## config.mk

```make
export PLATFORM = sky130hd
export DESIGN_NAME = card_and_nand_bus_glue
export DESIGN_NICKNAME = d
export VERILOG_FILES = /design/src/bus_glue_pkg.sv /design/src/pin_sync.sv /design/src/card_and_nand_bus_glue.sv
export SDC_FILE = /design/constraint.sdc
export NUM_CORES = 1
export LEC_CHECK = 0
export BUFFER_PORTS_ARGS = -buffer_cell sky130_fd_sc_hd__buf_4
export CORE_MARGIN = 4
export CORE_UTILIZATION = 30
export CTS_BUF_LIST = sky130_fd_sc_hd__clkbuf_8
export CTS_CLUSTER_SIZE = 24
export DETAILED_ROUTE_END_ITERATION = 10
export PLACE_DENSITY = 0.81
export RECOVER_POWER = 25
export SYNTH_ARGS = -nofsm -noshare
export SYNTH_HDL_FRONTEND = slang
export SYNTH_HIERARCHICAL = 1
export SYNTH_SLANG_ARGS = --single-unit
```

## constraint.sdc

```tcl
create_clock -name ref_clk -period 1.1 [get_ports ref_clk]
set_input_delay 0.055 -clock ref_clk [delete_from_list [all_inputs] [get_ports ref_clk]]
set_output_delay 0.055 -clock ref_clk [all_outputs]
set_load 0.01 [all_outputs]
```

## src/bus_glue_pkg.sv

```systemverilog
/*
 * Constants shared by the card and NAND pin glue.
 * Assumes a 32-bit internal transfer address and active-low strobes.
 */
package bus_glue_pkg;
    // ------------------------------------------------------------
    // Region decode
    // ------------------------------------------------------------
    localparam int          REGION_MSB       = 31;
    localparam int          REGION_LSB       = 28;
    localparam logic [3:0]  REGION_THREE     = 4'h4;
    localparam logic [3:0]  REGION_FOUR      = 4'h5;
    // ------------------------------------------------------------
    // Address bit roles
    // ------------------------------------------------------------
    localparam int          IO_MODE_BIT      = 23;
    localparam int          ATTR_SEL_BIT     = 22;
    localparam int          NAND_ALE_BIT     = 22;
    localparam int          NAND_CLE_BIT     = 21;
    localparam int          DIR_PIN_BIT      = 25;
    // ------------------------------------------------------------
    // Reset values (strobes idle high) and 16-bit width code
    // ------------------------------------------------------------
    localparam logic        STROBE_IDLE      = 1'b1;
    localparam logic        WIDTH_16_BIT     = 1'b1;
endpackage

```

## src/pin_sync.sv

```systemverilog
/*
 * Two-flop synchroniser for one level.
 * Assumes the level comes from outside the ref_clk domain.
 */
`timescale 1ns/1ps
module pin_sync (
    // Clock and reset
    input  wire logic ref_clk,
    input  wire logic rst_b,
    // Level in and out
    input  wire logic async_in,
    output logic      sync_out
);
    logic stage_one;

    // Only the second flop reads the first
    always_ff @(posedge ref_clk or negedge rst_b) begin
        if (!rst_b) begin
            stage_one <= 1'b1;
            sync_out  <= 1'b1;
        end else begin
            stage_one <= async_in;
            sync_out  <= stage_one;
        end
    end
endmodule

```

## src/card_and_nand_bus_glue.sv

```systemverilog
/*
 * Pin glue between the static memory controller and the card slot
 * and NAND pins. Assumes controller outputs are on ref_clk, active low.
 */
`timescale 1ns/1ps
module card_and_nand_bus_glue (
    // Clock and reset
    input  wire logic        ref_clk,
    input  wire logic        rst_b,
    // Assignment bits and region width
    input  wire logic        card_logic_assign,
    input  wire logic        nand_logic_assign,
    input  wire logic        bus_width_field,
    // Static controller side
    input  wire logic [31:0] xfer_addr,
    input  wire logic        xfer_write,
    input  wire logic        xfer_half,
    input  wire logic        region_three_select_in,
    input  wire logic        region_four_select_in,
    input  wire logic        region_five_select_in,
    input  wire logic        region_six_select_in,
    input  wire logic        smc_read_b,
    input  wire logic        smc_write_b,
    input  wire logic        byte1_write_strobe_in,
    input  wire logic        byte3_write_strobe_in,
    input  wire logic        burst_addr_advance_in,
    // Pins from outside
    input  wire logic        ready_pad_in,
    // Dedicated card pins
    output logic             region_four_pin,
    output logic             region_five_pin,
    output logic             region_six_pin,
    // Shared strobe pins
    output logic             read_pin,
    output logic             write_pin,
    output logic             byte1_pin,
    output logic             byte3_pin,
    output logic             addr_hi_pin,
    output logic             attr_select_pin,
    // NAND pins and the burst ready return
    output logic             ready_pad_out,
    output logic             ready_pad_oe,
    output logic             advance_pin,
    output logic             nand_ale,
    output logic             nand_cle,
    output logic             burst_ready_in
);
    // ------------------------------------------------------------
    // Region decode
    // ------------------------------------------------------------
    logic [3:0] region;
    logic       card_access;
    logic       nand_access;
    logic       io_mode;
    logic       lower_b;
    logic       upper_b;
    logic       odd_low;
    logic       card_read_b;
    logic       card_write_b;
    logic       card_ior_b;
    logic       card_iow_b;
    logic       nand_read_b;
    logic       nand_write_b;
    logic       ready_sync;

    assign region = xfer_addr[bus_glue_pkg::REGION_MSB:
                              bus_glue_pkg::REGION_LSB];
    assign card_access = card_logic_assign
                       && (region == bus_glue_pkg::REGION_FOUR);
    assign nand_access = nand_logic_assign
                       && (region == bus_glue_pkg::REGION_THREE)
                       && !region_three_select_in;
    assign io_mode = xfer_addr[bus_glue_pkg::IO_MODE_BIT];

    // ------------------------------------------------------------
    // Byte enables
    // ------------------------------------------------------------
    // odd low-lane byte only at 8-bit width
    assign odd_low = (bus_width_field != bus_glue_pkg::WIDTH_16_BIT)
                   && xfer_addr[0];
    // lane selection; enables gated by region-four select
    assign lower_b = region_four_select_in
                   | (xfer_addr[0] & !odd_low & !xfer_half);
    assign upper_b = region_four_select_in
                   | odd_low
                   | (!xfer_addr[0] & !xfer_half);

    // ------------------------------------------------------------
    // Strobe steering
    // ------------------------------------------------------------
    // I/O mode uses I/O strobes, memory strobes held idle
    assign card_read_b  = io_mode ? bus_glue_pkg::STROBE_IDLE : smc_read_b;
    assign card_write_b = io_mode ? bus_glue_pkg::STROBE_IDLE : smc_write_b;
    assign card_ior_b   = io_mode ? smc_read_b : bus_glue_pkg::STROBE_IDLE;
    assign card_iow_b   = io_mode ? smc_write_b : bus_glue_pkg::STROBE_IDLE;
    // NAND strobes only inside region three
    assign nand_read_b  = nand_access ? smc_read_b
                                      : bus_glue_pkg::STROBE_IDLE;
    assign nand_write_b = nand_access ? smc_write_b
                                      : bus_glue_pkg::STROBE_IDLE;

    // Ready pad is an outside level, so synchronise it first
    pin_sync ready_sync_u (
        .ref_clk  (ref_clk),
        .rst_b    (rst_b),
        .async_in (ready_pad_in),
        .sync_out (ready_sync)
    );

    // ------------------------------------------------------------
    // Registered pins
    // ------------------------------------------------------------
    // Every pin is registered: all inputs but the ready pad take one cycle to a pin (ready pad takes three),
    // so relative timing between select and enables is kept.
    always_ff @(posedge ref_clk or negedge rst_b) begin
        if (!rst_b) begin
            region_four_pin <= bus_glue_pkg::STROBE_IDLE;
            region_five_pin <= bus_glue_pkg::STROBE_IDLE;
            region_six_pin  <= bus_glue_pkg::STROBE_IDLE;
            read_pin        <= bus_glue_pkg::STROBE_IDLE;
            write_pin       <= bus_glue_pkg::STROBE_IDLE;
            byte1_pin       <= bus_glue_pkg::STROBE_IDLE;
            byte3_pin       <= bus_glue_pkg::STROBE_IDLE;
            addr_hi_pin     <= 1'b0;
            attr_select_pin <= 1'b0;
            ready_pad_out   <= bus_glue_pkg::STROBE_IDLE;
            ready_pad_oe    <= 1'b0;
            advance_pin     <= bus_glue_pkg::STROBE_IDLE;
            nand_ale        <= 1'b0;
            nand_cle        <= 1'b0;
            burst_ready_in  <= 1'b1;
        end else begin
            // dedicated pins; buffer select is region-four select
            region_four_pin <= region_four_select_in;
            region_five_pin <= card_logic_assign ? lower_b
                                                 : region_five_select_in;
            region_six_pin  <= card_logic_assign ? upper_b
                                                 : region_six_select_in;
            read_pin  <= card_access ? card_read_b  : smc_read_b;
            write_pin <= card_access ? card_write_b : smc_write_b;
            byte1_pin <= card_access ? card_ior_b   : byte1_write_strobe_in;
            byte3_pin <= card_access ? card_iow_b   : byte3_write_strobe_in;
            // direction from the write flag for card accesses, else A25, stable over transfer
            addr_hi_pin <= card_access ? !xfer_write
                                       : xfer_addr[bus_glue_pkg::DIR_PIN_BIT];
            attr_select_pin <= xfer_addr[bus_glue_pkg::ATTR_SEL_BIT];
            // assign bit picks pin function and pad direction
            ready_pad_oe  <= nand_logic_assign;
            ready_pad_out <= nand_read_b;
            advance_pin   <= nand_logic_assign ? nand_write_b
                                               : burst_addr_advance_in;
            burst_ready_in <= nand_logic_assign ? 1'b1 : ready_sync;
            // latch enables from A22 and A21
            nand_ale <= xfer_addr[bus_glue_pkg::NAND_ALE_BIT];
            nand_cle <= xfer_addr[bus_glue_pkg::NAND_CLE_BIT];
        end
    end
endmodule

```

### Word-level counts from Yosys, hierarchy flattened

Index checks and enable logic that the tools add are counted.

* register bits after elaboration: 16
* bits of input ports: 49
* output and inout bits: 15
* logic and storage cells: 49

* equal/unequal tests: 2
* muxes and demuxes: 15
* bitwise gates (word level): 7
* reductions and logical operators: 9

Operator list (number)
* $mux W1: 15
* $eq A4 B3 Y1 const B: 2
* $logic_not A1 Y1: 5
* $logic_and A1 B1 Y1: 4
* $and A1 B1 Y1: 3
* $or A1 B1 Y1: 3
* $not A1 Y1: 1

### Logic depth before layout (Yosys ltp)

Gate-level depths: netlist (run 1).

* depth after elaboration: 7
* gate-level depth with buffers: 4

### Cells and area by module

Netlist (run 1), hierarchy kept.

By module, submodules not included
* card_and_nand_bus_glue: times used 1, cells an instance 39, area each 545.5 um^2, seq. area each 362.8 um^2
* pin_sync: times used 1, cells an instance 2, area each 52.6 um^2, seq. area each 52.6 um^2

### Worst setup path after synthesis (run 1)

OpenSTA, ideal clock, no wires.

* path type: input port to flip-flop
* start point: input port xfer_addr[31]
* end point: register byte1_pin
* data arrival time: 0.799 ns
* path slack: 0.218 ns
* stages: 4
* buffers on the path: 1
* cells stage by stage: nor3b_2 and3_1 buf_6 mux2_4

* word-level cells in the longest chain between the ends: 3

Ends and longest elaborated chain
* from (decl): RTL line card_and_nand_bus_glue.sv:15 `input wire logic [31:0] xfer_addr,`
* $eq A4 B3 Y1: RTL line card_and_nand_bus_glue.sv:69 `&& (region == bus_glue_pkg::REGION_FOUR);`
* $logic_and A1 B1 Y1: RTL line card_and_nand_bus_glue.sv:69
* $mux W1: RTL line card_and_nand_bus_glue.sv:141 `byte1_pin <= card_access ? card_ior_b : byte1_write_strobe_in;`
* to (signal assigned): RTL line card_and_nand_bus_glue.sv:122 `byte1_pin <= bus_glue_pkg::STROBE_IDLE;`
* to (signal assigned): RTL line card_and_nand_bus_glue.sv:141
* to (decl): RTL line card_and_nand_bus_glue.sv:36 `output logic byte1_pin,`

No other way between the ends.

### Worst setup path after layout (run 1)

* start point: register write_pin
* end point: output port write_pin

RTL lines
* from (decl): RTL line card_and_nand_bus_glue.sv:35 `output logic write_pin,`
* from (signal assigned): RTL line card_and_nand_bus_glue.sv:121 `write_pin <= bus_glue_pkg::STROBE_IDLE;`
* from (signal assigned): RTL line card_and_nand_bus_glue.sv:140 `write_pin <= card_access ? card_write_b : smc_write_b;`

No word-level cell between the ends.

==> flow_summary.ini, run 1 <==
[run_status]
status = finished, final reports clean

[floorplanning]
core_region_area_mm2 = 0.00180
die_h_um = 52.7
die_w_um = 52.7
initial_core_util_pct = 33.2
rows = 15
fp.dieArea_mm2 = 0.00277
boundaryPins = 64

[place]
place_area_um2 = 918
port-buffer-count = 40
gp_congestion = 0.695

[synthesis]
ys_seq_area_share_pct = 69.5
yosys-top-cells-area = dfstp_2 53%, dfrtp_1 17%, mux2_4 5.0%
synth_cell_types = 17
synth_area_um2 = 598
syn_avg_cell_area_um2 = 14.6
syn-num-nets = 90
yosys_warnings = 6
yosys.area.top_type = dfstp_2
ys_ff_latch = 16
synthCells = 41
netlist.area_leader.share_pct = 52.7

[critical_path]
end_kind = primary output
crit_path_max_incr_delay_ps = 510
cp_num_buf_inv = 1
slowest_stage = dfstp_2
critical_path_class = reg2out
path_cells = buf_4
crit_arrival_ps = 860
worstPathMaxFanout = 1
startpoint_type = flop
crit_family = flip-flops
cp.required_ps = 1040

[clock_tree]
cts_setup_buffers = 0
ctsHoldBuffers = 8
clock_latency_ps = 240
clockRootBuffer = clkbuf_8
numCtsBuffers = 3
clk_pin_slew_ps = 60
htree_levels = 1
cts_tree = built
cts_resized = 0
clock_path_buffers = 2
clock_sinks = 16

[detailed_routing]
via_count = 492
top_layer_used = met4
first_pass_iters = 3
wl_met2_um = 703
ant_nets = 0
wl_um = 1320
wl_met1_um = 452
drc = 0
initialDrtViolationCount = 3
avgRoutedWirePerCell_um = 11.4
dr_wl_met3_um = 157
routed_via_density = 4.24

[final_layout]
diodes = 0
num-fill-cells = 168
drive_above_1_share_pct = 69.2
areaGrowthSynthToFinish_pct = 73.4
final_common_cell = buf_4
fin_area_mm2 = 0.00104
nets = 142
layout_common_cells = 40 x buf_4, 12 x dfstp_2, 8 x dlygate4sd3_1

[global_route]
grt.total_usage_pct = 11.0
grt_max_degree = 17
grt_pass1_vias = 495
grt_pass1_wl_um = 2150
antenna_found_initial = 0
grt.overflow.total = 0

[power_and_ir_drop]
irDropWorstVdd_mv = 0.762
switching_share_pct = 19.9
finalPower_mw = 1.27
combPwrFrac_pct = 16.7
p_int_mw = 1.01
switchingPower_mw = 0.252
clkPwrFrac_pct = 32.2
seqPwrFrac_pct = 51.0
p_per_area_mw_per_mm2 = 1220
p_leak_nw = 0.498

[timing]
setup_viol = 0
max_freq_ghz = 1.09
tns_ps = 0
grt_setup_unrepaired = false
post-route-period-util_pct = 83.6
drv_slew = 0
clock_skew_ps = 0.106
hold_viol_final = 0
tightest_slew_ps = 365
fin_crit_ps = 919
max-slew-margin-rel_pct = 75.7

[min_path]
min_path_type = in2reg

[run]
maxCapViolations = 0
==> metrics by stage <==
step	cells	hold WS [ps]	worst slack, ps	utilization (%)
3_3_place_gp	105	-84.5	15.2	51.0
5_1_grt	116	15.4	149	57.6
2_1_floorplan	41	-241	218	-
4_1_cts	116	12.1	176	57.7
6_report	116	12.7	181	57.6
3_5_place_dp	105	-83.0	7.74	51.0
==> state kept, by name (all words and copies together) (netlist names) <==
signal                  flops
read_pin                    1
byte3_pin                   1
region_five_pin             1
nand_ale                    1
advance_pin                 1
byte1_pin                   1
ready_pad_oe                1
ready_sync_u/sync_out       1
region_four_pin             1
ready_pad_out               1
region_six_pin              1
addr_hi_pin                 1
write_pin                   1
ready_sync_u/stage_one      1
burst_ready_in              1
nand_cle                    1
==> cell type report <==
cell class	instances	area, um2	area share [%]
flip-flops and latches	16	415	40.0
repair buffers	49	385	37.2
multi-input cells	21	156	15.1
clock buffers	3	41.3	3.98
well taps	25	31.3	3.02
inverters	2	7.51	0.724
==> logic make-up after synthesis <==
kind of cell | synth area share, %
buf+inv | 4.39
compound gates | 7.11
simple gates | 10.7
flops | 69.5
mux | 8.37
==> cells in the mapped netlist, drive strengths merged <==
library cell   n
a21oi          2
dfstp         12
buf            2
or2            2
mux2i          2
mux2           2
a21o           2
nand2b         2
and3           1
a31oi          1
o22a           1
nand3          1
dfrtp          4
nor3b          1
inv            2
nor2           4
==> metal layers <==
layer	vias to the layer above	track usage [%]
met5	-	0
met4	0	3.83
met3	2	5.41
met2	28	19.0
met1	228	11.3
li1	234	-
==> power groups by stage <==
stage / Clock [mW] / Sequential [mW] / Combinational [mW]
finish: 0.408 / 0.646 / 0.212
global route: 0.448 / 0.649 / 0.232
CTS: 0.420 / 0.647 / 0.216
detailed placement: 0 / 0.656 / 0.193
global placement: 0 / 0.655 / 0.187
floorplan: 0 / 0.672 / 0.0385
==> final timing paths <==
kind                                             startpoint                              end  slack (ps)  cells after the start
hold / removal                                  smc_write_b              write_pin$_DFF_PN1_          10                      2
hold reg to reg            ready_sync_u/stage_one$_DFF_PN1_  ready_sync_u/sync_out$_DFF_PN1_         360                      0
setup reg to reg            ready_sync_u/sync_out$_DFF_PN1_         burst_ready_in$_DFF_PN1_         420                      1
min in group asynchronous                             rst_b           ready_pad_oe$_DFF_PN0_         260                      2
setup / recovery                        write_pin$_DFF_PN1_                        write_pin         180                      1
max in group asynchronous                             rst_b         region_six_pin$_DFF_PN1_         530                      2
Note: power is estimated with default switching activity, not from simulation.
==> run 2, diff against run 1 <==
--- a/config.mk
+++ b/config.mk
@@ -5,13 +5,14 @@
 export SDC_FILE = /design/constraint.sdc
 export NUM_CORES = 1
 export LEC_CHECK = 0
+export ABC_AREA = 1
 export BUFFER_PORTS_ARGS = -buffer_cell sky130_fd_sc_hd__buf_4
 export CORE_MARGIN = 4
 export CORE_UTILIZATION = 30
 export CTS_BUF_LIST = sky130_fd_sc_hd__clkbuf_8
 export CTS_CLUSTER_SIZE = 24
 export DETAILED_ROUTE_END_ITERATION = 10
-export PLACE_DENSITY = 0.81
+export PLACE_DENSITY = 0.83
 export RECOVER_POWER = 25
 export SYNTH_ARGS = -nofsm -noshare
 export SYNTH_HDL_FRONTEND = slang
==> constraint.sdc (replaced) <==
create_clock -name ref_clk -period 0.8 [get_ports ref_clk]
set_input_delay 0.04 -clock ref_clk [delete_from_list [all_inputs] [get_ports ref_clk]]
set_output_delay 0.04 -clock ref_clk [all_outputs]
set_load 0.01 [all_outputs]
==> run 2 against run 1 <==
  * The run now ends with negative setup slack left
  * Hold slack gained 6.5 ps
  * Power grew 42%
  * Critical path type unchanged
  * Final cell count grew 18%
  * Synthesized area grew 2.1%
  * Sequential power grew 39%
  * Clock power grew 40%
  * Flip-flop and latch count is the same
  * Count of clock-buffer cells in the layout is the same
  * Critical endpoint is now burst_ready_in
==> flow_summary.ini, run 2 <==
[critical_path]
reg2reg_from = ready_sync_u/sync_out$_DFF_PN1_
critical_path_class = reg2out
timing.rr.end = burst_ready_in$_DFF_PN1_
cp_num_buf_inv = 1
reg2reg_depth = 1
slowest_stage = dfstp_2
crit_arrival_ps = 860
end_kind = primary output
worstPathMaxFanout = 1
crit_path_max_incr_delay_ps = 530
crit_family = flip-flops
cp.required_ps = 760
reg2reg_slack_ps = 110
path_cells = buf_6
startpoint_type = flop

[global_route]
met3_usage_pct = 1.97
grt_pass1_wl_um = 2150
grt.overflow.total = 0
grt_pass1_vias = 551
antenna_found_initial = 0
grt.total_usage_pct = 10.9
top_usage_layer = met2
use_met1_pct = 10.4
use_met2_pct = 21.1
grt_max_degree = 17

[detailed_routing]
routed_via_density = 4.12
avgRoutedWirePerCell_um = 10.7
ant_nets = 0
initialDrtViolationCount = 6
via_count = 565
wl_um = 1460
drc = 0
first_pass_iters = 4

[final_layout]
areaGrowthSynthToFinish_pct = 84.8
diodes = 0
drive_above_1_share_pct = 53.6
layout_common_cells = 23 x buf_4, 15 x buf_6, 12 x nand2_1, 12 x dfstp_2, 9 x dlygate4sd3_1
num-fill-cells = 180
final_common_cell = buf_4
nets = 160

[power_and_ir_drop]
irDropWorstVdd_mv = 0.898
p_per_area_mw_per_mm2 = 1590
finalPower_mw = 1.80
p_leak_nw = 0.560

[run_status]
status = finished, violations left
violations = negative setup slack

[min_path]
holdPathStages = 3
min_path_type = in2reg
hold_start = smc_read_b
holdPathEnd = read_pin$_DFF_PN1_

[synthesis]
ys.flop_type = dfstp_2
synth_edf_count = 0
synth_cell_types = 14
synth_top_cells_by_count = 12 x dfstp_2, 12 x nand2_1, 9 x nor2_1
yosys-top-cells-area = dfstp_2 52%, dfrtp_1 16%, nand2_1 7.4%
ys_ff_latch = 16
async_flop_share_pct = 100
yosys_warnings = 6
ys_seq_area_share_pct = 68.0
netlist.area_leader.share_pct = 51.6
syn-num-nets = 107
yosys.area.top_type = dfstp_2
synthCells = 58
synth_area_um2 = 611
syn_avg_cell_area_um2 = 10.5

[clock_tree]
clock_sinks = 16
clock_latency_ps = 240
cts_setup_buffers = 0
clk_pin_slew_ps = 60
clock_path_buffers = 2
clockRootBuffer = clkbuf_8
numCtsBuffers = 3
htree_levels = 1
cts_tree = built

[timing]
tns_ps = -946
post-route-period-util_pct = 112
drv_slew = 0
max_freq_ghz = 1.11
fin_ws_ps = -97.5
tightest_slew_ps = 359
max-slew-margin-rel_pct = 76.1
grt_setup_unrepaired = true
setup_viol = 12
fin_crit_ps = 898
clock_skew_ps = 0.132
hold_viol_final = 0

[floorplanning]
rows = 16
core_region_area_mm2 = 0.00194
die_w_um = 53.1
die_h_um = 53.1
boundaryPins = 64
initial_core_util_pct = 31.4
fp.dieArea_mm2 = 0.00282

[run]
maxCapViolations = 0

[place]
gp_congestion = 0.690
port-buffer-count = 40
## run 2: cell count changes after synthesis, moves of 4 or more
cell / change
nand2_1: +12
inv_1: +5
nor2_1: +5
nand3_1: +4
## run 2: metal layers
layer | part of all wire, % | vias to the layer above
met4 | 1.6 | 0
met3 | 8.1 | 2
met5 | 0 | -
met1 | 33 | 256
met2 | 58 | 26
li1 | - | 281
## run 2: area by class of cell
type,instances,area (um2),share of cell area [%]
clock inverters,1,3.75,0.333
repair buffers,49,444,39.4
flip-flops and latches,16,415,36.8
well taps,27,33.8,2.99
inverters,7,26.3,2.33
clock buffers,3,41.3,3.66
multi-input cells,34,164,14.5
## run 2: power by group
group	total [mW]	internal, mW	switching, mW	leakage (nW)
sequential	0.900	0.880	0.0199	0.173
clock	0.572	0.338	0.234	0.0269
combinational	0.328	0.203	0.125	0.360
## run 2: what timing repair did
item                                    CTS  global route
endpoints found under the hold margin    24             0
endpoints found under the setup margin   12            17
hold buffers                              9             0
resized for setup                        12             4
## run 2: worst max-delay path by stage
stage | start | to | slack, ps | depth (start not counted)
2_1_floorplan | ready_sync_u/sync_out$_DFF_PN1_ | burst_ready_in$_DFF_PN1_ | 130 | 1
3_3_place_gp | xfer_addr[31] | addr_hi_pin$_DFF_PN0_ | 60 | 5
3_5_place_dp | xfer_addr[31] | addr_hi_pin$_DFF_PN0_ | 50 | 5
4_1_cts | region_six_pin$_DFF_PN1_ | region_six_pin | -110 | 1
5_1_grt | read_pin$_DFF_PN1_ | read_pin | -130 | 1
6_report | burst_ready_in$_DFF_PN1_ | burst_ready_in | -100 | 1
## run 2: kinds of logic (layout without fill, tap and decap cells)
group	Yosys count	in the layout	synth area share, %
flip-flops	16	16	68.0
buffers and inverters	8	60	5.53
AO/OA/AOI/OAI	3	3	2.46
AND/OR/NAND/NOR	31	31	24.0
## run 2: stage by stage
| step | util, % | setup WS (ps) | std cells | hold slack [ps] | cell area, um2 |
|---|---|---|---|---|---|
| 6_report | 58.1 | -97.5 | 137 | 19.2 | 1130 |
| 5_1_grt | 58.1 | -133 | 137 | 14.4 | 1130 |
| 4_1_cts | 57.5 | -108 | 137 | 16.0 | 1120 |
| 3_5_place_dp | 48.3 | 52.4 | 124 | -97.9 | 937 |
| 3_3_place_gp | 48.3 | 59.7 | 124 | -102 | 937 |
| 2_1_floorplan | - | 129 | 58 | -256 | 611 |
